### src/hw/can_mode_pkg.sv
package can_mode_pkg;
   // register map, byte addresses
   localparam logic [11:0] ADDR_CONTROL = 12'h000;
   localparam logic [11:0] ADDR_STATUS = 12'h004;
   localparam logic [11:0] ADDR_TIMER = 12'h008;
   // control register field positions
   localparam int ABORT_BIT = 27;
   localparam int REQ_LSB = 24;
   localparam int CUR_LSB = 21;
   localparam int CAP_BIT = 20;
   localparam int EN_BIT = 15;
   localparam int BUSY_BIT = 11;
   // mode encodings
   localparam logic [2:0] MODE_NORMAL = 3'h0;
   localparam logic [2:0] MODE_DISABLE = 3'h1;
   localparam logic [2:0] MODE_LOOPBACK = 3'h2;
   localparam logic [2:0] MODE_LISTEN = 3'h3;
   localparam logic [2:0] MODE_CONFIG = 3'h4;
   localparam logic [2:0] MODE_LISTEN_ALL = 3'h7;
   // reset values
   localparam logic [2:0] MODE_RESET = MODE_CONFIG;
   // settling time for a mode change, in cycles
   localparam logic [3:0] SWITCH_CYCLES = 4'h8;
   // axi answer codes
   localparam logic [1:0] RESP_OKAY = 2'h0;
   localparam logic [1:0] RESP_SLVERR = 2'h2;
endpackage

### src/hw/can_mode_control.sv
// The implementer's own choices: the AXI4-Lite register port and the placing of the registers.
`timescale 1ns/1ps
module can_mode_control (
   input wire logic clk_i,
   input wire logic rst_n_i,
   // axi4-lite slave
   input wire logic [11:0] s_axi_awaddr_i,
   input wire logic s_axi_awvalid_i,
   output logic s_axi_awready_o,
   input wire logic [31:0] s_axi_wdata_i,
   input wire logic [3:0] s_axi_wstrb_i,
   input wire logic s_axi_wvalid_i,
   output logic s_axi_wready_o,
   output logic [1:0] s_axi_bresp_o,
   output logic s_axi_bvalid_o,
   input wire logic s_axi_bready_i,
   input wire logic [11:0] s_axi_araddr_i,
   input wire logic s_axi_arvalid_i,
   output logic s_axi_arready_o,
   output logic [31:0] s_axi_rdata_o,
   output logic [1:0] s_axi_rresp_o,
   output logic s_axi_rvalid_o,
   input wire logic s_axi_rready_i,
   // core side
   input wire logic tx_pending_i,
   input wire logic xfer_active_i,
   input wire logic rx_valid_i,
   output logic abort_all_tx_o,
   output logic module_on_o,
   output logic [2:0] current_mode_o,
   output logic rx_stamp_valid_o,
   output logic [15:0] rx_stamp_o
);
   import can_mode_pkg::*;

   // ************************************************************
   // state
   // ************************************************************
   typedef enum {ST_OFF, ST_ON, ST_DRAIN} power_e;
   power_e power;
   logic module_enable;
   logic abort_all_tx;
   logic [2:0] requested_mode;
   logic [2:0] current_mode;
   logic rx_timestamp_capture_en;
   logic module_active_flag;
   logic [3:0] settle;
   logic [15:0] rx_timestamp_timer;
   logic have_aw, have_w;
   logic [11:0] aw_addr;
   logic [31:0] w_data;
   logic [3:0] w_strb;
   logic do_write;
   logic ctl_write;

   // ************************************************************
   // axi4-lite write path
   // ************************************************************
   assign s_axi_awready_o = !have_aw && !s_axi_bvalid_o;
   assign s_axi_wready_o = !have_w && !s_axi_bvalid_o;
   assign do_write = have_aw && have_w && !s_axi_bvalid_o;
   assign ctl_write = do_write && (aw_addr[11:2] == ADDR_CONTROL[11:2]);

   // capture address and data in either order
   always_ff @(posedge clk_i or negedge rst_n_i) begin
      if (!rst_n_i) begin
         have_aw <= 1'b0;
         have_w <= 1'b0;
         aw_addr <= 12'h000;
         w_data <= 32'h00000000;
         w_strb <= 4'h0;
      end else begin
         if (s_axi_awvalid_i && s_axi_awready_o) begin
            have_aw <= 1'b1;
            aw_addr <= s_axi_awaddr_i;
         end else if (do_write) begin
            have_aw <= 1'b0;
         end
         if (s_axi_wvalid_i && s_axi_wready_o) begin
            have_w <= 1'b1;
            w_data <= s_axi_wdata_i;
            w_strb <= s_axi_wstrb_i;
         end else if (do_write) begin
            have_w <= 1'b0;
         end
      end
   end

   // write response, error on unmapped or read-only address
   always_ff @(posedge clk_i or negedge rst_n_i) begin
      if (!rst_n_i) begin
         s_axi_bvalid_o <= 1'b0;
         s_axi_bresp_o <= RESP_OKAY;
      end else if (do_write) begin
         s_axi_bvalid_o <= 1'b1;
         s_axi_bresp_o <= (aw_addr[11:2] == ADDR_CONTROL[11:2]) ? RESP_OKAY : RESP_SLVERR;
      end else if (s_axi_bready_i) begin
         s_axi_bvalid_o <= 1'b0;
      end
   end

   // ************************************************************
   // control register
   // ************************************************************
   // writable fields, byte lanes honoured
   always_ff @(posedge clk_i or negedge rst_n_i) begin
      if (!rst_n_i) begin
         module_enable <= 1'b0;
         requested_mode <= MODE_RESET;
         rx_timestamp_capture_en <= 1'b0;
      end else if (ctl_write) begin
         if (w_strb[1]) begin
            module_enable <= w_data[EN_BIT];
         end
         if (w_strb[2]) begin
            rx_timestamp_capture_en <= w_data[CAP_BIT];
         end
         if (w_strb[3]) begin
            requested_mode <= w_data[REQ_LSB +: 3];
         end
      end
   end

   // abort: software sets, hardware clears when nothing pending
   always_ff @(posedge clk_i or negedge rst_n_i) begin
      if (!rst_n_i) begin
         abort_all_tx <= 1'b0;
      end else if (ctl_write && w_strb[3] && w_data[ABORT_BIT]) begin
         abort_all_tx <= 1'b1;
      end else if (abort_all_tx && !tx_pending_i) begin
         abort_all_tx <= 1'b0;
      end
   end
   assign abort_all_tx_o = abort_all_tx;

   // ************************************************************
   // power sequencing
   // ************************************************************
   // on disable, wait for transaction end before shutting down
   always_ff @(posedge clk_i or negedge rst_n_i) begin
      if (!rst_n_i) begin
         power <= ST_OFF;
      end else begin
         case (power)
            ST_OFF: if (module_enable) power <= ST_ON;
            ST_ON: if (!module_enable) power <= ST_DRAIN;
            ST_DRAIN: begin
               if (module_enable) begin
                  power <= ST_ON;
               end else if (!xfer_active_i) begin
                  power <= ST_OFF;
               end
            end
            default: power <= ST_OFF;
         endcase
      end
   end
   assign module_active_flag = (power != ST_OFF);
   assign module_on_o = (power != ST_OFF);

   // ************************************************************
   // mode transition
   // ************************************************************
   // current mode follows request after settling and no transfer
   always_ff @(posedge clk_i or negedge rst_n_i) begin
      if (!rst_n_i) begin
         current_mode <= MODE_RESET;
         settle <= 4'h0;
      end else if (requested_mode == current_mode) begin
         settle <= 4'h0;
      end else if (settle != SWITCH_CYCLES) begin
         settle <= settle + 4'h1;
      end else if (!xfer_active_i) begin
         current_mode <= requested_mode;
         settle <= 4'h0;
      end
   end
   assign current_mode_o = current_mode;

   // ************************************************************
   // receive time stamp
   // ************************************************************
   ts_timer u_timer (
      .clk_i(clk_i),
      .rst_n_i(rst_n_i),
      .run_i(rx_timestamp_capture_en && module_on_o),
      .count_o(rx_timestamp_timer)
   );

   // stamp valid received message
   always_ff @(posedge clk_i or negedge rst_n_i) begin
      if (!rst_n_i) begin
         rx_stamp_valid_o <= 1'b0;
         rx_stamp_o <= 16'h0000;
      end else begin
         rx_stamp_valid_o <= rx_valid_i && rx_timestamp_capture_en;
         if (rx_valid_i && rx_timestamp_capture_en) begin
            rx_stamp_o <= rx_timestamp_timer;
         end
      end
   end

   // ************************************************************
   // axi4-lite read path
   // ************************************************************
   assign s_axi_arready_o = !s_axi_rvalid_o;

   always_ff @(posedge clk_i or negedge rst_n_i) begin
      if (!rst_n_i) begin
         s_axi_rvalid_o <= 1'b0;
         s_axi_rdata_o <= 32'h00000000;
         s_axi_rresp_o <= RESP_OKAY;
      end else if (s_axi_arvalid_i && s_axi_arready_o) begin
         s_axi_rvalid_o <= 1'b1;
         s_axi_rresp_o <= RESP_OKAY;
         s_axi_rdata_o <= 32'h00000000;
         case (s_axi_araddr_i[11:2])
            ADDR_CONTROL[11:2]: begin
               s_axi_rdata_o[ABORT_BIT] <= abort_all_tx;
               s_axi_rdata_o[REQ_LSB +: 3] <= requested_mode;
               s_axi_rdata_o[CUR_LSB +: 3] <= current_mode;
               s_axi_rdata_o[CAP_BIT] <= rx_timestamp_capture_en;
               s_axi_rdata_o[EN_BIT] <= module_enable;
               s_axi_rdata_o[BUSY_BIT] <= module_active_flag;
            end
            ADDR_TIMER[11:2]: s_axi_rdata_o[15:0] <= rx_timestamp_timer;
            default: s_axi_rresp_o <= RESP_SLVERR;
         endcase
      end else if (s_axi_rready_i) begin
         s_axi_rvalid_o <= 1'b0;
      end
   end

   // ************************************************************
   // checks
   // ************************************************************
   property p_abort_clear;
      @(posedge clk_i) disable iff (!rst_n_i)
      abort_all_tx && !tx_pending_i && !ctl_write |=> !abort_all_tx;
   endproperty
   a_abort_clear: assert property (p_abort_clear) else $error("abort not cleared");

   property p_abort_set;
      @(posedge clk_i) disable iff (!rst_n_i)
      ctl_write && w_strb[3] && w_data[ABORT_BIT] |=> abort_all_tx_o;
   endproperty
   a_abort_set: assert property (p_abort_set) else $error("abort not set");

   property p_mode_hold;
      @(posedge clk_i) disable iff (!rst_n_i)
      xfer_active_i |=> $stable(current_mode);
   endproperty
   a_mode_hold: assert property (p_mode_hold) else $error("mode changed mid transfer");

   property p_busy_drain;
      @(posedge clk_i) disable iff (!rst_n_i)
      power == ST_DRAIN && xfer_active_i && !module_enable |=> module_active_flag;
   endproperty
   a_busy_drain: assert property (p_busy_drain) else $error("busy dropped early");

   property p_stamp;
      @(posedge clk_i) disable iff (!rst_n_i)
      rx_valid_i && rx_timestamp_capture_en |=> rx_stamp_o == $past(rx_timestamp_timer);
   endproperty
   a_stamp: assert property (p_stamp) else $error("stamp wrong");

   property p_timer_halt;
      @(posedge clk_i) disable iff (!rst_n_i)
      !rx_timestamp_capture_en |=> $stable(rx_timestamp_timer) && !rx_stamp_valid_o;
   endproperty
   a_timer_halt: assert property (p_timer_halt) else $error("timer ran");

   property p_mode_settle;
      @(posedge clk_i) disable iff (!rst_n_i)
      $changed(current_mode) |-> $past(settle) == SWITCH_CYCLES;
   endproperty
   a_mode_settle: assert property (p_mode_settle) else $error("mode switched early");

   property p_on_off;
      @(posedge clk_i) disable iff (!rst_n_i)
      power != ST_ON && !module_enable && !xfer_active_i |=> !module_on_o;
   endproperty
   a_on_off: assert property (p_on_off) else $error("module still on");

   property p_abort_hold;
      @(posedge clk_i) disable iff (!rst_n_i)
      abort_all_tx && tx_pending_i |=> abort_all_tx;
   endproperty
   a_abort_hold: assert property (p_abort_hold) else $error("abort dropped while pending");

   property p_mode_source;
      @(posedge clk_i) disable iff (!rst_n_i)
      $changed(current_mode) |-> current_mode == $past(requested_mode);
   endproperty
   a_mode_source: assert property (p_mode_source) else $error("mode not from request");

   property p_drain_end;
      @(posedge clk_i) disable iff (!rst_n_i)
      power == ST_DRAIN && !module_enable && !xfer_active_i |=> !module_active_flag;
   endproperty
   a_drain_end: assert property (p_drain_end) else $error("busy stuck after drain");

   property p_stamp_pulse;
      @(posedge clk_i) disable iff (!rst_n_i)
      rx_valid_i && rx_timestamp_capture_en |=> rx_stamp_valid_o;
   endproperty
   a_stamp_pulse: assert property (p_stamp_pulse) else $error("stamp pulse missing");
endmodule // can_mode_control

### src/hw/ts_timer.sv
`timescale 1ns/1ps
module ts_timer (
   input wire logic clk_i,
   input wire logic rst_n_i,
   input wire logic run_i,
   output logic [15:0] count_o
);
   // free counter, held while not running
   always_ff @(posedge clk_i or negedge rst_n_i) begin
      if (!rst_n_i) begin
         count_o <= 16'h0000;
      end else if (run_i) begin
         count_o <= count_o + 16'h0001;
      end
   end
endmodule // ts_timer

### config.mk
export PLATFORM = sky130hd
export DESIGN_NAME = can_mode_control
export DESIGN_NICKNAME = d
export VERILOG_FILES = /design/src/hw/can_mode_pkg.sv /design/src/hw/can_mode_control.sv /design/src/hw/ts_timer.sv
export SDC_FILE = /design/constraint.sdc
export NUM_CORES = 1
export LEC_CHECK = 0
export BUFFER_PORTS_ARGS = -buffer_cell sky130_fd_sc_hd__buf_2
export CORE_ASPECT_RATIO = 2
export CORE_MARGIN = 4
export CORE_UTILIZATION = 54
export CTS_CLUSTER_SIZE = 16
export DETAILED_ROUTE_END_ITERATION = 12
export GPL_TIMING_DRIVEN = 0
export PLACE_DENSITY_LB_ADDON = 0.15
export SLEW_MARGIN = 20
export SYNTH_ARGS = -nofsm -noshare
export SYNTH_HDL_FRONTEND = slang
export SYNTH_SLANG_ARGS = --single-unit
### constraint.sdc
create_clock -name clk_i -period 2.6 [get_ports clk_i]
set_input_delay 0.13 -clock clk_i [delete_from_list [all_inputs] [get_ports clk_i]]
set_output_delay 0.13 -clock clk_i [all_outputs]
set_load 0.01 [all_outputs]
Word level (Yosys, flattened, before mapping)
Index checks and enable logic that the tools add are counted.

storage, ports and cells
  register bits after elaboration = 154
  output and inout bits = 63
  logic and storage cells = 91

cells by class
  add/subtract/negate cells = 2
  equality and inequality tests = 9
  multiplexer cells = 24
  bitwise gates (word level) = 3
  reductions and logical operators = 33

operator list
  operator                                              number
  2-to-1 mux 32 bit                                     4
  one-hot mux 32 bit (3 select lines)                   1
  equality test 32 x 1 -> 1 bit, second input constant  1
  equality test 32 x 2 -> 1 bit, second input constant  1
  zero test 32 bit                                      1
  nonzero test 32 bit                                   1
  zero test 10 bit                                      2
  adder 16 x 1 -> 16 bit, second input constant         1
  logical AND 1 bit                                     13
  2-to-1 mux 4 bit                                      3
  2-to-1 mux 11 bit                                     1
  equality test 10 x 2 -> 1 bit, second input constant  1
  nonzero test 2 bit                                    5
  2-to-1 mux 1 bit                                      9
  2-to-1 mux 8 bit                                      1
  AND reduction 2 bit                                   3
  AND reduction 3 bit                                   2
  zero test 1 bit                                       5
  adder 4 x 1 -> 4 bit, second input constant           1
  2-to-1 mux 2 bit                                      2
  inequality test 2 bit, second input constant          2
  inequality test 4 bit, second input constant          1
  one-hot mux 1 bit (2 select lines)                    2
  equality test 3 bit                                   1
  other kinds (5)                                       7

Depth between registers and ports, before layout
Gate-level depths: netlist of the first run.

  depth after elaboration = 6
  gate-level depth with buffers = 6
  mapped depth without buffers = 6

By module
A second synthesis of the first run with hierarchy kept.

unflattened totals
  cell total of the unflattened synthesis = 333
  area, all modules = 4066.4 um^2

by module, submodules not included
  module            cells each  times used  area each (um^2)  seq. area each (um^2)
  can_mode_control  277         1           3370.7            2029.4
  ts_timer          56          1           695.7             400.4

Least setup slack after synthesis of the first run
OpenSTA, ideal clock, no wires.

  path type = reg2reg
  start point = reg aw_addr[3]
  end point = reg module_enable
  data required time = 2475 ps
  cell stages (with the launch flop) = 5
  setup slack = 854 ps
  period minus slack after synthesis = 1746 ps
  buffers on the path = 0
  arrival time = 1621 ps
  library setup time = 125 ps
  cell sequence = dfrtp_1 -> or4_4 -> nor4_4 -> nand2_1 -> mux2_4

between the ends
  word-level cells in the longest chain between the ends = 3

ends and longest elaborated chain
  item                           RTL line                 text
  start: declaration             can_mode_control.sv:50   logic [11:0] aw_addr;
  start signal: assignment       can_mode_control.sv:75   aw_addr <= s_axi_awaddr_i;
  zero test 10 bit               can_mode_control.sv:62   assign ctl_write = do_write && (aw_addr[11:2] == ADDR_CONTROL[11:2]);
  logical AND 1 bit              can_mode_control.sv:62
  AND reduction 2 bit (no line)  n/a
  end signal: assignment         can_mode_control.sv:113  module_enable <= w_data[EN_BIT];
  end: declaration               can_mode_control.sv:41   logic module_enable;

No other way between the ends.
A chain may end at the register's enable or synchronous reset.

Worst setup path after layout of the first run
  start point = reg aw_addr[3]
  end point = reg requested_mode[1]

between the ends
  word-level cells in the longest chain between the ends = 3

ends and longest elaborated chain
  item                           RTL line                 text
  zero test 10 bit               can_mode_control.sv:62
  logical AND 1 bit              can_mode_control.sv:62
  AND reduction 2 bit (no line)  n/a
  end signal: assignment         can_mode_control.sv:119  requested_mode <= w_data[REQ_LSB +: 3];
  end: declaration               can_mode_control.sv:43   logic [2:0] requested_mode;

No other way between the ends.

==> metrics.md, run 1 <==
| Metric | Value |
|---|---|
| Crit end category | `flop` |
| Clock share of power | `39.4%` |
| Clk buf depth | `2` |
| Yosys top cell area share | `59.9%` |
| I/O Buffers | `91` |
| Synth Area per Inst | `13.4 sq um` |
| Total congestion overflow | `0` |
| Crit path cell chain | `or4_4 > nor4_1 > nand2_1 > mux2_1` |
| Comb pwr share | `13.5%` |
| DR WL/cell | `16.2 microns` |
| Max-cap viol count | `0` |
| Die height | `129 microns` |
| Setup TNS | `0 ps` |
| Clk slew on worst S/H paths | `60 ps` |
| Final period util | `77.6%` |
| Final hold slack | `9.65 ps` |
| Pleak | `2.61 nW` |
| Layout Utilization | `69.0%` |
| Largest net degree at the start of global routing | `83` |
| Mapped cell area | `0.00397 sq mm` |
| Final Net Count | `483` |
| Hold Crit Depth | `2` |
| Library cells used by synthesis | `40` |
| Vias/cell | `5.28` |
| Max stage delay cell, worst path | `or4_4` |
| Startpoint Class | `flop` |
| Cells on worst reg2reg path | `4` |
| Warnings, synthesis | `0` |
| CP Max Fanout | `3` |
| Layout cell share with drive strength beyond 1 | `40.7%` |
| Worst hold path type | `in -> reg` |
| Area Growth Syn to Fin | `25.5%` |
| Cell Rows | `44` |
| Highest Clock Rate | `495 MHz` |
| Vias in the first global route | `2,816` |
| Seq/Total Area, Yosys | `61.2%` |
| Number of fillers in the final layout | `539` |
| Mapped Cells | `296` |
| Crit path kind | `reg -> reg` |
| TritonCTS clock tree | `built` |
| Final antenna-violating net count | `0` |
| Initial antenna violation count | `0` |
| Commonest cells after routing, fill and taps aside | `dfrtp_1 (95), buf_2 (91), mux2_2 (38)` |
| # setup viols final | `0` |
| H-tree depth | `3` |
| Peak supply drop | `637 uV` |
| Worst skew pair latency | `340 ps` |
| Relative slew slack | `62.3%` |
| Clock sinks | `97` |
| Drt first pass iters | `4` |
| Post-synth EDFFs | `0` |
| CTS root buffer | `clkbuf_16` |
| Slew at the pin closest to its max-slew limit | `564 ps` |
| R2r setup slk | `580 ps` |
| TritonCTS Buffers | `9` |
| Asr flop ratio synth | `100%` |
| Routed WL | `8.19 mm` |
| Power Internal | `2.96 mW` |
| First-pass GRT wire length | `13.4 mm` |
| Largest cells by area after synthesis | `dfrtp_1 (60%), mux2_2 (11%), a22o_1 (4.9%)` |
| Final hold vios | `0` |
| Core Area | `0.00721 sq mm` |
| DRC Markers | `0` |
| P_sw | `0.917 mW` |
| Pins Over Slew Limit | `0` |
| DPL Wire Length | `6.06 mm` |
| Switching share of power | `23.7%` |
| Ys flop type | `dfrtp_1` |
| PD cells | `778 mW/mm^2` |
| Total Routing Usage GR | `20.6%` |
| Synthesized flop and latch total | `97` |
| Ant diodes | `0` |
| RSZ-0062 raised after global routing | `false` |
| CP max stage delay | `570 ps` |
| Initial Utilization | `55.0%` |
| Worst EP required | `2820 ps` |
| Commonest non-fill, non-tap cell in the layout | `dfrtp_1` |
| Area leader, netlist | `dfrtp_1` |
| IO Pins | `133` |
| Minimum clock period | `2020 ps` |
| Die W | `68.6 microns` |
| Sequential share of power | `47.1%` |
| GP Congestion | `0.802` |
| Final Skew | `8.24 ps` |
| Initial drt markers | `143` |
| DR vias | `2,675` |
| Die Area | `0.00887 sq mm` |
| Status | `completed` |
| Worst path arrival time | `2240 ps` |
-- critical path: cells and delay by family, from the launching register on --
kind	cells	cell delay [ps]
DFF	1	370
muxes	1	350
and+or+nand+nor	3	1170
-- power by group through the flow --
| stage | Combinational (mW) | Sequential [mW] | Clock (mW) |
|---|---|---|---|
| after floorplan | 0.375 | 1.82 | 0 |
| after global placement | 0.504 | 1.85 | 0 |
| after detailed placement | 0.525 | 1.86 | 0 |
| after CTS | 0.531 | 1.83 | 1.55 |
| after global routing | 0.590 | 1.85 | 1.61 |
| final | 0.522 | 1.83 | 1.53 |
-- metrics by stage --
stage                     total power, mW  instances  area [sq um]  setup slack (ps)
after floorplan                      2.20        305          4000               854
after global placement               2.35        488          4570               507
after detailed placement             2.38        489          4610               571
after CTS                            3.91        507          4980               538
after global routing                 4.05        507          4980               487
final                                3.88        507          4980               582
-- cell type report --
cell class	count	area [sq um]	share of cell area (%)
Buffer	17	103	2.06
Clock buffer	10	239	4.80
Clock inverter	6	114	2.29
Inverter	8	30.0	0.603
Multi-Input combinational cell	183	1440	28.9
Sequential cell	97	2430	48.8
Tap cell	92	115	2.31
Timing Repair Buffer	94	509	10.2
-- kinds of logic (layout without fill, tap and decap cells) --
logic type	Yosys count	count (layout)	share of synthesized area, %
fa+ha+maj	3	3	0.946
buf+inv	25	135	3.34
other cells	1	10	0.0945
xor+xnor	20	20	4.42
simple gates	68	68	9.81
mux	45	45	12.9
flops	97	97	61.2
compound gates	37	37	7.25
-- Yosys cell counts (all sizes together) (2+ instances only) --
master   n
nor3     8
nand2   20
o21ai    5
or4      2
nand3b   3
clkbuf   6
dfstp    2
nor2    10
inv      8
xor2    11
and4     2
ha       3
xnor2    9
nand4    2
buf     11
nor4     4
mux2    43
o21a     3
dfrtp   95
mux2i    2
or2      4
a21oi    3
nand3    5
a22o    22
nor2b    5
-- per-layer routing --
layer / GRT usage, % / vias to the layer above / wire length (microns)
met3: 4.25 / 10 / 493
met4: 9.96 / 0 / 160
met2: 36.6 / 99 / 4700
li1: - / 1244 / -
met1: 22.2 / 1322 / 2830
met5: 0 / - / 0
-- path summary, 6_finish.rpt --
kind	startpoint	end
min	s_axi_rready_i	s_axi_rvalid_o
min in group asynchronous	rst_n_i	s_axi_rdata_o[4]
max	aw_addr[3]	requested_mode[1]
max reg2reg	aw_addr[3]	requested_mode[1]
min reg2reg	w_data[26]	requested_mode[2]
max in group asynchronous	rst_n_i	requested_mode[2]
-- timing repair --
item	4_1_cts	5_1_grt
hold buffers	2	0
gates resized for setup	0	0
buffers inserted	0	0
endpoints found under the hold margin	96	0
endpoints found under the setup margin	0	0
-- state kept, by name (all words and copies together) (netlist names), 2 cells and up --
signal,flops
aw_addr,10
rx_stamp_o,16
u_timer.count_o,16
power,2
w_strb,3
settle,4
current_mode_o,3
requested_mode,3
s_axi_rdata_o,24
w_data,6
No activity file was read; power rests on OpenSTA's default activity.
==> run 2, diff against run 1 <==
Settings changed: CORE_UTILIZATION 54 to 45.
Clock period 2.6 ns to 1.7 ns, I/O delays scaled along.
==> run 2 against run 1 <==
The flow now finishes with violations (setup timing). Combinational power is 68% higher. Fmax is 9.2% higher. First-iteration DRC count is 2.8% lower. Utilization is 8.3 points lower. Count of clock-buffer cells in the layout stayed put. Final area is 5.5% higher.
==> metrics.md, run 2 (synthesized netlist as in run 1, its figures left out) <==
| Metric | Value |
|---|---|
| Status | `finished, violations left (was completed)` |
| Violated checks | `setup timing` |
| DR WL/cell | `15.5 microns (was 16.2 microns)` |
| Total congestion overflow | `0 (unchanged)` |
| Pleak | `2.75 nW (was 2.61 nW)` |
| Relative slew slack | `63.7% (was 62.3%)` |
| Vias in the first global route | `2,941 (was 2,816)` |
| Die W | `74.4 microns (was 68.6 microns)` |
| TritonCTS Buffers | `9 (unchanged)` |
| RSZ-0062 raised after global routing | `true (was false)` |
| Final period util | `109% (was 77.6%)` |
| IO Pins | `133 (unchanged)` |
| Slew at the pin closest to its max-slew limit | `545 ps (was 564 ps)` |
| Switching share of power | `24.7% (was 23.7%)` |
| Top cell family by delay on the critical path | `simple AND/OR/NAND/NOR gates (unchanged)` |
| Max reg flops | `24 (unchanged)` |
| Initial Utilization | `45.9% (was 55.0%)` |
| Slack of the critical path | `-148 ps (was 582 ps)` |
| Final Skew | `3.98 ps (was 8.24 ps)` |
| H-tree depth | `3 (unchanged)` |
| Cell Rows | `48 (was 44)` |
| Worst skew pair latency | `340 ps (about the same)` |
| P_sw | `1.43 mW (was 0.917 mW)` |
| Final hold vios | `0 (unchanged)` |
| Largest net degree at the start of global routing | `54 (was 83)` |
| R2R Path End | `rx_timestamp_capture_en (was requested_mode[1])` |
| CP max stage delay | `580 ps (was 570 ps)` |
| Startpoint Class | `flop (unchanged)` |
| Minimum clock period | `1850 ps (was 2020 ps)` |
| Pins Over Slew Limit | `0 (unchanged)` |
| CTS root buffer | `clkbuf_16 (unchanged)` |
| Core Area | `0.00865 sq mm (was 0.00721 sq mm)` |
| Total power | `5.79 mW (was 3.88 mW)` |
| Vias/cell | `5.07 (was 5.28)` |
| Crit end category | `flop (unchanged)` |
| GP Congestion | `0.806 (was 0.802)` |
| Cells on worst reg2reg path | `4 (unchanged)` |
| Number of fillers in the final layout | `704 (was 539)` |
| Hold Crit Depth | `3 (was 2)` |
| R2r setup slk | `-150 ps (was 580 ps)` |
| Layout cell share with drive strength beyond 1 | `42.3% (was 40.7%)` |
| Commonest cells after routing, fill and taps aside | `dfrtp_1 (94), buf_2 (91), mux2_2 (38) (was dfrtp_1 (95), buf_2 (91), mux2_2 (38))` |
| Die height | `141 microns (was 129 microns)` |
| Clock share of power | `36.5% (was 39.4%)` |
| Worst path arrival time | `2070 ps (was 2240 ps)` |
| Area Growth Syn to Fin | `32.4% (was 25.5%)` |
| Drt first pass iters | `3 (was 4)` |
| # setup viols final | `5 (was 0)` |
| Max stage delay cell, worst path | `or4_4 (unchanged)` |
| I/O Buffers | `91 (unchanged)` |
| Highest Clock Rate | `541 MHz (was 495 MHz)` |
| Final hold slack | `50.4 ps (was 9.65 ps)` |
| PD cells | `1100 mW/mm^2 (was 778 mW/mm^2)` |
| Worst hold path type | `in -> reg (unchanged)` |
| Min-delay src | `xfer_active_i (was s_axi_rready_i)` |
| DR vias | `2,739 (was 2,675)` |
| Comb pwr share | `15.1% (was 13.5%)` |
| Max-cap viol count | `0 (unchanged)` |
| TritonCTS clock tree | `built (unchanged)` |
| Bufs and invs on worst path | `0 (unchanged)` |
| DPL Wire Length | `6.13 mm (was 6.06 mm)` |
| Initial drt markers | `139 (was 143)` |
| Peak supply drop | `817 uV (was 637 uV)` |
| Worst hold endpoint | `settle[1] (was s_axi_rvalid_o)` |
| Routed WL | `8.36 mm (was 8.19 mm)` |
| Largest regs | `s_axi_rdata_o x24, rx_stamp_o x16, u_timer.count_o x16 (unchanged)` |
| Power Internal | `4.36 mW (was 2.96 mW)` |
| Sequential share of power | `48.4% (was 47.1%)` |
| Clk slew on worst S/H paths | `60 ps (about the same)` |
| Clk buf depth | `2 (unchanged)` |
| First-pass GRT wire length | `14.0 mm (was 13.4 mm)` |
| Worst EP required | `1930 ps (was 2820 ps)` |
| Final Net Count | `508 (was 483)` |
| DRC Markers | `0 (unchanged)` |
| Crit path cell chain | `or4_4 > nor4_4 > nand2_1 > mux2_4 (was or4_4 > nor4_1 > nand2_1 > mux2_1)` |
| Commonest non-fill, non-tap cell in the layout | `dfrtp_1 (unchanged)` |
| Clock sinks | `97 (unchanged)` |
| Ant diodes | `0 (unchanged)` |
| Initial antenna violation count | `0 (unchanged)` |
| Final antenna-violating net count | `0 (unchanged)` |
| Die Area | `0.0105 sq mm (was 0.00887 sq mm)` |
| Total Routing Usage GR | `17.5% (was 20.6%)` |
| Crit path kind | `reg -> reg (unchanged)` |
| CP Max Fanout | `4 (was 3)` |
| Largest Register | `s_axi_rdata_o (unchanged)` |
| Worst reg2reg startpoint | `aw_addr[7] (was aw_addr[3])` |
[run 2: changes by cell type in the layout (fill, tap and decap cells not counted), moves of 3 or more]
cell / change
clkbuf_1: -3
clkinv_2: +3
clkbuf_2: +4
mux2_4: +3
dlygate4sd3_1: +21
mux2_1: -3
buf_4: +3
[run 2: power groups by stage]
stage	registers, mW	clock network [mW]	logic [mW]
after CTS	2.80	2.19	0.884
after global routing	2.84	2.27	0.973
after detailed placement	2.84	0	0.813
final	2.80	2.11	0.876
after floorplan	2.79	0	0.573
after global placement	2.82	0	0.783
[run 2: worst max-delay path by stage]
stage / end / cells past startpoint / slack [ps] / from
final: rx_timestamp_capture_en / 4 / -150 / aw_addr[7]
after global placement: s_axi_rdata_o[26] / 1 / -410 / rst_n_i
after global routing: module_enable / 4 / -210 / aw_addr[7]
after floorplan: module_enable / 4 / -30 / aw_addr[2]
after CTS: requested_mode[1] / 4 / -140 / aw_addr[9]
after detailed placement: requested_mode[0] / 4 / -270 / aw_addr[2]
[run 2: per-layer routing]
layer	GRT usage, %	part of all wire (%)
met1	18.9	36
met2	31.0	56
met3	4.21	5.9
met4	7.88	2.5
met5	0	0
[run 2: through the flow]
| stage | setup WS, ps | std cells | TNS, ps | util, % | cell area (sq um) |
|---|---|---|---|---|---|
| 3_3_place_gp | -412 | 496 | -39830 | 53.0 | 4580 |
| 5_1_grt | -207 | 540 | -1040 | 60.7 | 5250 |
| 4_1_cts | -140 | 538 | -647 | 60.3 | 5210 |
| 3_5_place_dp | -275 | 497 | -2220 | 53.4 | 4620 |
| 2_1_floorplan | -26.2 | 305 | -89.3 | - | 4000 |
| 6_report | -148 | 540 | -606 | 60.7 | 5250 |
[run 2: layout make-up]
class	instances	area, sq um	share of cell area (%)
Clock inverter	6	82.6	1.57
Sequential cell	97	2430	46.3
Inverter	8	30.0	0.572
Multi-Input combinational cell	183	1490	28.4
Clock buffer	10	229	4.36
Timing Repair Buffer	119	753	14.3
Buffer	17	108	2.05
Tap cell	100	125	2.38
[run 2: worst reg2reg max path: cells and delay by family, from the launching register on]
kind | cells | cell delay, ps
muxes | 1 | 310
and+or+nand+nor | 3 | 1060
DFF | 1 | 370
[run 2: what timing repair did]
action	CTS	global route
buffers inserted	2	3
setup endpoints to repair	42	27
hold endpoints to repair	66	0
pin swaps	5	8
hold buffers	23	0
resized for setup	11	7
==> run 3, diff against run 2 <==
Settings changed: ABC_AREA set to 1, CORE_UTILIZATION 45 to 46, CTS_CLUSTER_DIAMETER set to 40.
==> run 3 against run 2 <==
The flow now finishes without violations. Clock skew rose by 1.5 ps. Combinational power up 11%. Count of clock-buffer cells in the layout is 4 higher. Power shrank 0.97%. Register-to-register slack improved by 320 ps. Largest power group unchanged. Setup slack improved by 320 ps. Critical path type unchanged. Synthesized cell count grew 51%. Global-route usage is 1.2 points higher. Fmax rose by 21%. Critical path depth grew 5. Routed wire length increased by 16%.
==> metrics.md, run 3 <==
| Metric | Value |
|---|---|
| Total congestion overflow | `0 (unchanged)` |
| Max-cap viol count | `0 (unchanged)` |
| Worst path arrival time | `1770 ps (was 2070 ps)` |
| TritonCTS Buffers | `9 (unchanged)` |
| Seq/Total Area, Yosys | `56.5% (was 61.2%)` |
| Drt first pass iters | `7 (was 3)` |
| Worst EP required | `1940 ps (was 1930 ps)` |
| Clk slew on worst S/H paths | `60 ps (about the same)` |
| Largest regs | `s_axi_rdata_o x24, rx_stamp_o x16, u_timer.count_o x16 (unchanged)` |
| Yosys top cell area share | `55.3% (was 59.9%)` |
| Core Area | `0.00907 sq mm (was 0.00865 sq mm)` |
| Final antenna-violating net count | `0 (unchanged)` |
| Clock sinks | `97 (unchanged)` |
| Setup TNS | `0 ps (was -606 ps)` |
| Mapped Cells | `447 (was 296)` |
| Worst skew pair latency | `340 ps (about the same)` |
| Synthesized flop and latch total | `97 (unchanged)` |
| IO Pins | `133 (unchanged)` |
| P_sw | `1.48 mW (was 1.43 mW)` |
| Final period util | `90.1% (was 109%)` |
| CTS root buffer | `clkbuf_16 (unchanged)` |
| Area leader, netlist | `dfrtp_1 (unchanged)` |
| Cell Rows | `49 (was 48)` |
| Minimum clock period | `1530 ps (was 1850 ps)` |
| GP Congestion | `0.827 (was 0.806)` |
| Ant diodes | `0 (unchanged)` |
| Crit path kind | `reg -> reg (unchanged)` |
| Ys flop type | `dfrtp_1 (unchanged)` |
| Complex-gate fraction of the synthesized area | `6.37% (was 7.25%)` |
| Post-synth EDFFs | `0 (unchanged)` |
| Clock share of power | `34.9% (was 36.5%)` |
| Peak supply drop | `883 uV (was 817 uV)` |
| Die Area | `0.0111 sq mm (was 0.0105 sq mm)` |
| DR WL/cell | `14.1 microns (was 15.5 microns)` |
| Sequential share of power | `48.2% (was 48.4%)` |
| # hold bufs at CTS | `22 (was 23)` |
| Worst hold path type | `in -> reg (unchanged)` |
| Largest Register | `s_axi_rdata_o (unchanged)` |
| Routed WL | `9.70 mm (was 8.36 mm)` |
| Post-CTS Resized | `0 (was 11)` |
| Die height | `145 microns (was 141 microns)` |
| DRC Markers | `0 (unchanged)` |
| Initial antenna violation count | `0 (unchanged)` |
| Final Net Count | `654 (was 508)` |
| Simple-Gate Fraction of Synth Area | `22.3% (was 9.81%)` |
| Highest Clock Rate | `653 MHz (was 541 MHz)` |
| Switching share of power | `25.8% (was 24.7%)` |
| Warnings, synthesis | `0 (unchanged)` |
| CP Max Fanout | `8 (was 4)` |
| Status | `completed (was finished, violations left)` |
| Vias in the first global route | `3,479 (was 2,941)` |
| Total Routing Usage GR | `18.7% (was 17.5%)` |
| Final Skew | `5.52 ps (was 3.98 ps)` |
| DR vias | `3,387 (was 2,739)` |
| Initial drt markers | `168 (was 139)` |
| PD cells | `1050 mW/mm^2 (was 1100 mW/mm^2)` |
| Power Internal | `4.26 mW (was 4.36 mW)` |
| I/O Buffers | `91 (unchanged)` |
| Commonest cells post-synth | `nand2_1 (126), dfrtp_1 (95), inv_1 (35) (was dfrtp_1 (95), mux2_2 (38), a22o_1 (22))` |
| Synth Area per Inst | `9.62 sq um (was 13.4 sq um)` |
| Layout cell share with drive strength beyond 1 | `28.0% (was 42.3%)` |
| Max reg flops | `24 (unchanged)` |
| Commonest cells after routing, fill and taps aside | `nand2_1 (126), buf_2 (97), dfrtp_1 (95) (was dfrtp_1 (94), buf_2 (91), mux2_2 (38))` |
| Pleak | `2.91 nW (was 2.75 nW)` |
| Die W | `76.4 microns (was 74.4 microns)` |
| XOR/XNOR share of the synthesized area | `3.43% (was 4.42%)` |
| Largest family of logic cells by synthesized area | `simple AND/OR/NAND/NOR gates (was multiplexers)` |
| Mux cell area share after synthesis | `4.10% (was 12.9%)` |
| Initial Utilization | `47.4% (was 45.9%)` |
| Comb pwr share | `16.9% (was 15.1%)` |
| Final hold slack | `1.24 ps (was 50.4 ps)` |
| Clk buf depth | `2 (unchanged)` |
| Library cells used by synthesis | `33 (was 40)` |
| Vias/cell | `4.92 (was 5.07)` |
| First-pass GRT wire length | `16.1 mm (was 14.0 mm)` |
| RSZ-0062 raised after global routing | `false (was true)` |
| R2r setup slk | `170 ps (was -150 ps)` |
| Pins Over Slew Limit | `0 (unchanged)` |
| Crit end category | `flop (unchanged)` |
| Synth Area in Adders | `0.873% (was 0.946%)` |
| DPL Wire Length | `7.39 mm (was 6.13 mm)` |
| Largest cells by area after synthesis | `dfrtp_1 (55%), nand2_1 (11%), o21ai_0 (3.4%) (was dfrtp_1 (60%), mux2_2 (11%), a22o_1 (4.9%))` |
| Mapped cell area | `0.00430 sq mm (was 0.00397 sq mm)` |
| # setup viols final | `0 (was 5)` |
| TritonCTS clock tree | `built (unchanged)` |
| Final hold vios | `0 (unchanged)` |
| Area Growth Syn to Fin | `27.0% (was 32.4%)` |
| # Post-CTS Setup Buffers | `0 (was 2)` |
| Asr flop ratio synth | `100% (unchanged)` |
| Largest net degree at the start of global routing | `69 (was 54)` |
| Startpoint Class | `flop (unchanged)` |
| H-tree depth | `3 (unchanged)` |
| Commonest non-fill, non-tap cell in the layout | `nand2_1 (was dfrtp_1)` |
| Top-count cell post-synth | `nand2_1 (was dfrtp_1)` |
run 3: cell types whose count changed after synthesis, sizes merged, moves of 5 or more:
| cell | previous run | this run |
|---|---|---|
| nand2 | 20 | 132 |
| nor3 | 8 | 3 |
| buf | 11 | 18 |
| mux2 | 43 | 13 |
| a22o | 22 | 0 |
| nor2b | 5 | 0 |
| a21oi | 3 | 9 |
| inv | 8 | 38 |
| o21ai | 5 | 43 |
| xnor2 | 9 | 3 |
| nor2 | 10 | 36 |
| nand4 | 2 | 10 |
| nand3 | 5 | 22 |
run 3: per-layer routing:
| layer | routed length, microns | vias to the layer above | track usage (%) |
|---|---|---|---|
| li1 | - | 1679 | - |
| met1 | 3370 | 1608 | 18.3 |
| met2 | 5690 | 76 | 36.3 |
| met3 | 273 | 24 | 2.60 |
| met4 | 370 | 0 | 11.9 |
| met5 | 0 | - | 0 |
run 3: critical path: stages, from the launching register on:
cell	delay, ps
dfrtp_1	410
inv_1	90
ha_1	150
nand2_1	50
nor2_1	350
inv_1	110
nand2_1	110
inv_1	60
nand2_1	50
nand2_1	40
run 3: logic make-up (layout without fill, tap and decap cells):
group	Yosys count	in the layout
and+or+nand+nor	204	204
adders and majority gates	3	3
DFF	97	97
other	1	10
AOI/OAI and AO/OA	54	54
xor gates and xnor gates	16	16
muxes	13	13
buffers and inverters	59	189
run 3: path summary, 6_finish.rpt:
kind / from / cells after the start / to
worst max-delay path: settle[0] / 9 / settle[0]
worst min-delay path: s_axi_wdata_i[25] / 3 / w_data[25]
worst max register to register: settle[0] / 9 / settle[0]
worst min register to register: rx_stamp_o[0] / 2 / rx_stamp_o[0]
max in group asynchronous: rst_n_i / 3 / current_mode_o[2]
min in group asynchronous: rst_n_i / 2 / rx_stamp_o[5]
run 3: power by group through the flow:
stage	logic (mW)	clock network [mW]	registers, mW
after floorplan	0.679	0	2.77
after global placement	0.908	0	2.79
after detailed placement	0.943	0	2.81
after CTS	0.990	2.06	2.77
after global routing	1.09	2.14	2.81
final	0.968	2.00	2.76
run 3: cell type report:
type | count | area, sq um
Tap cell | 102 | 128
Inverter | 38 | 143
Timing Repair Buffer | 114 | 709
Multi-Input combinational cell | 300 | 1630
Clock buffer | 14 | 254
Clock inverter | 2 | 37.5
Buffer | 21 | 133
Sequential cell | 97 | 2430
Fill cell | 820 | 3610
run 3: stage by stage:
step                worst slack [ps]  std cells  power [mW]  cell area [sq um]  util [%]
finish                           168        688        5.74               5460      60.2
global route                    21.4        688        6.04               5460      60.2
CTS                              171        688        5.81               5460      60.2
detailed placement               185        650        3.75               4950      54.6
global placement                -407        649        3.70               4920      54.2
floorplan                        357        456        3.45               4340         -
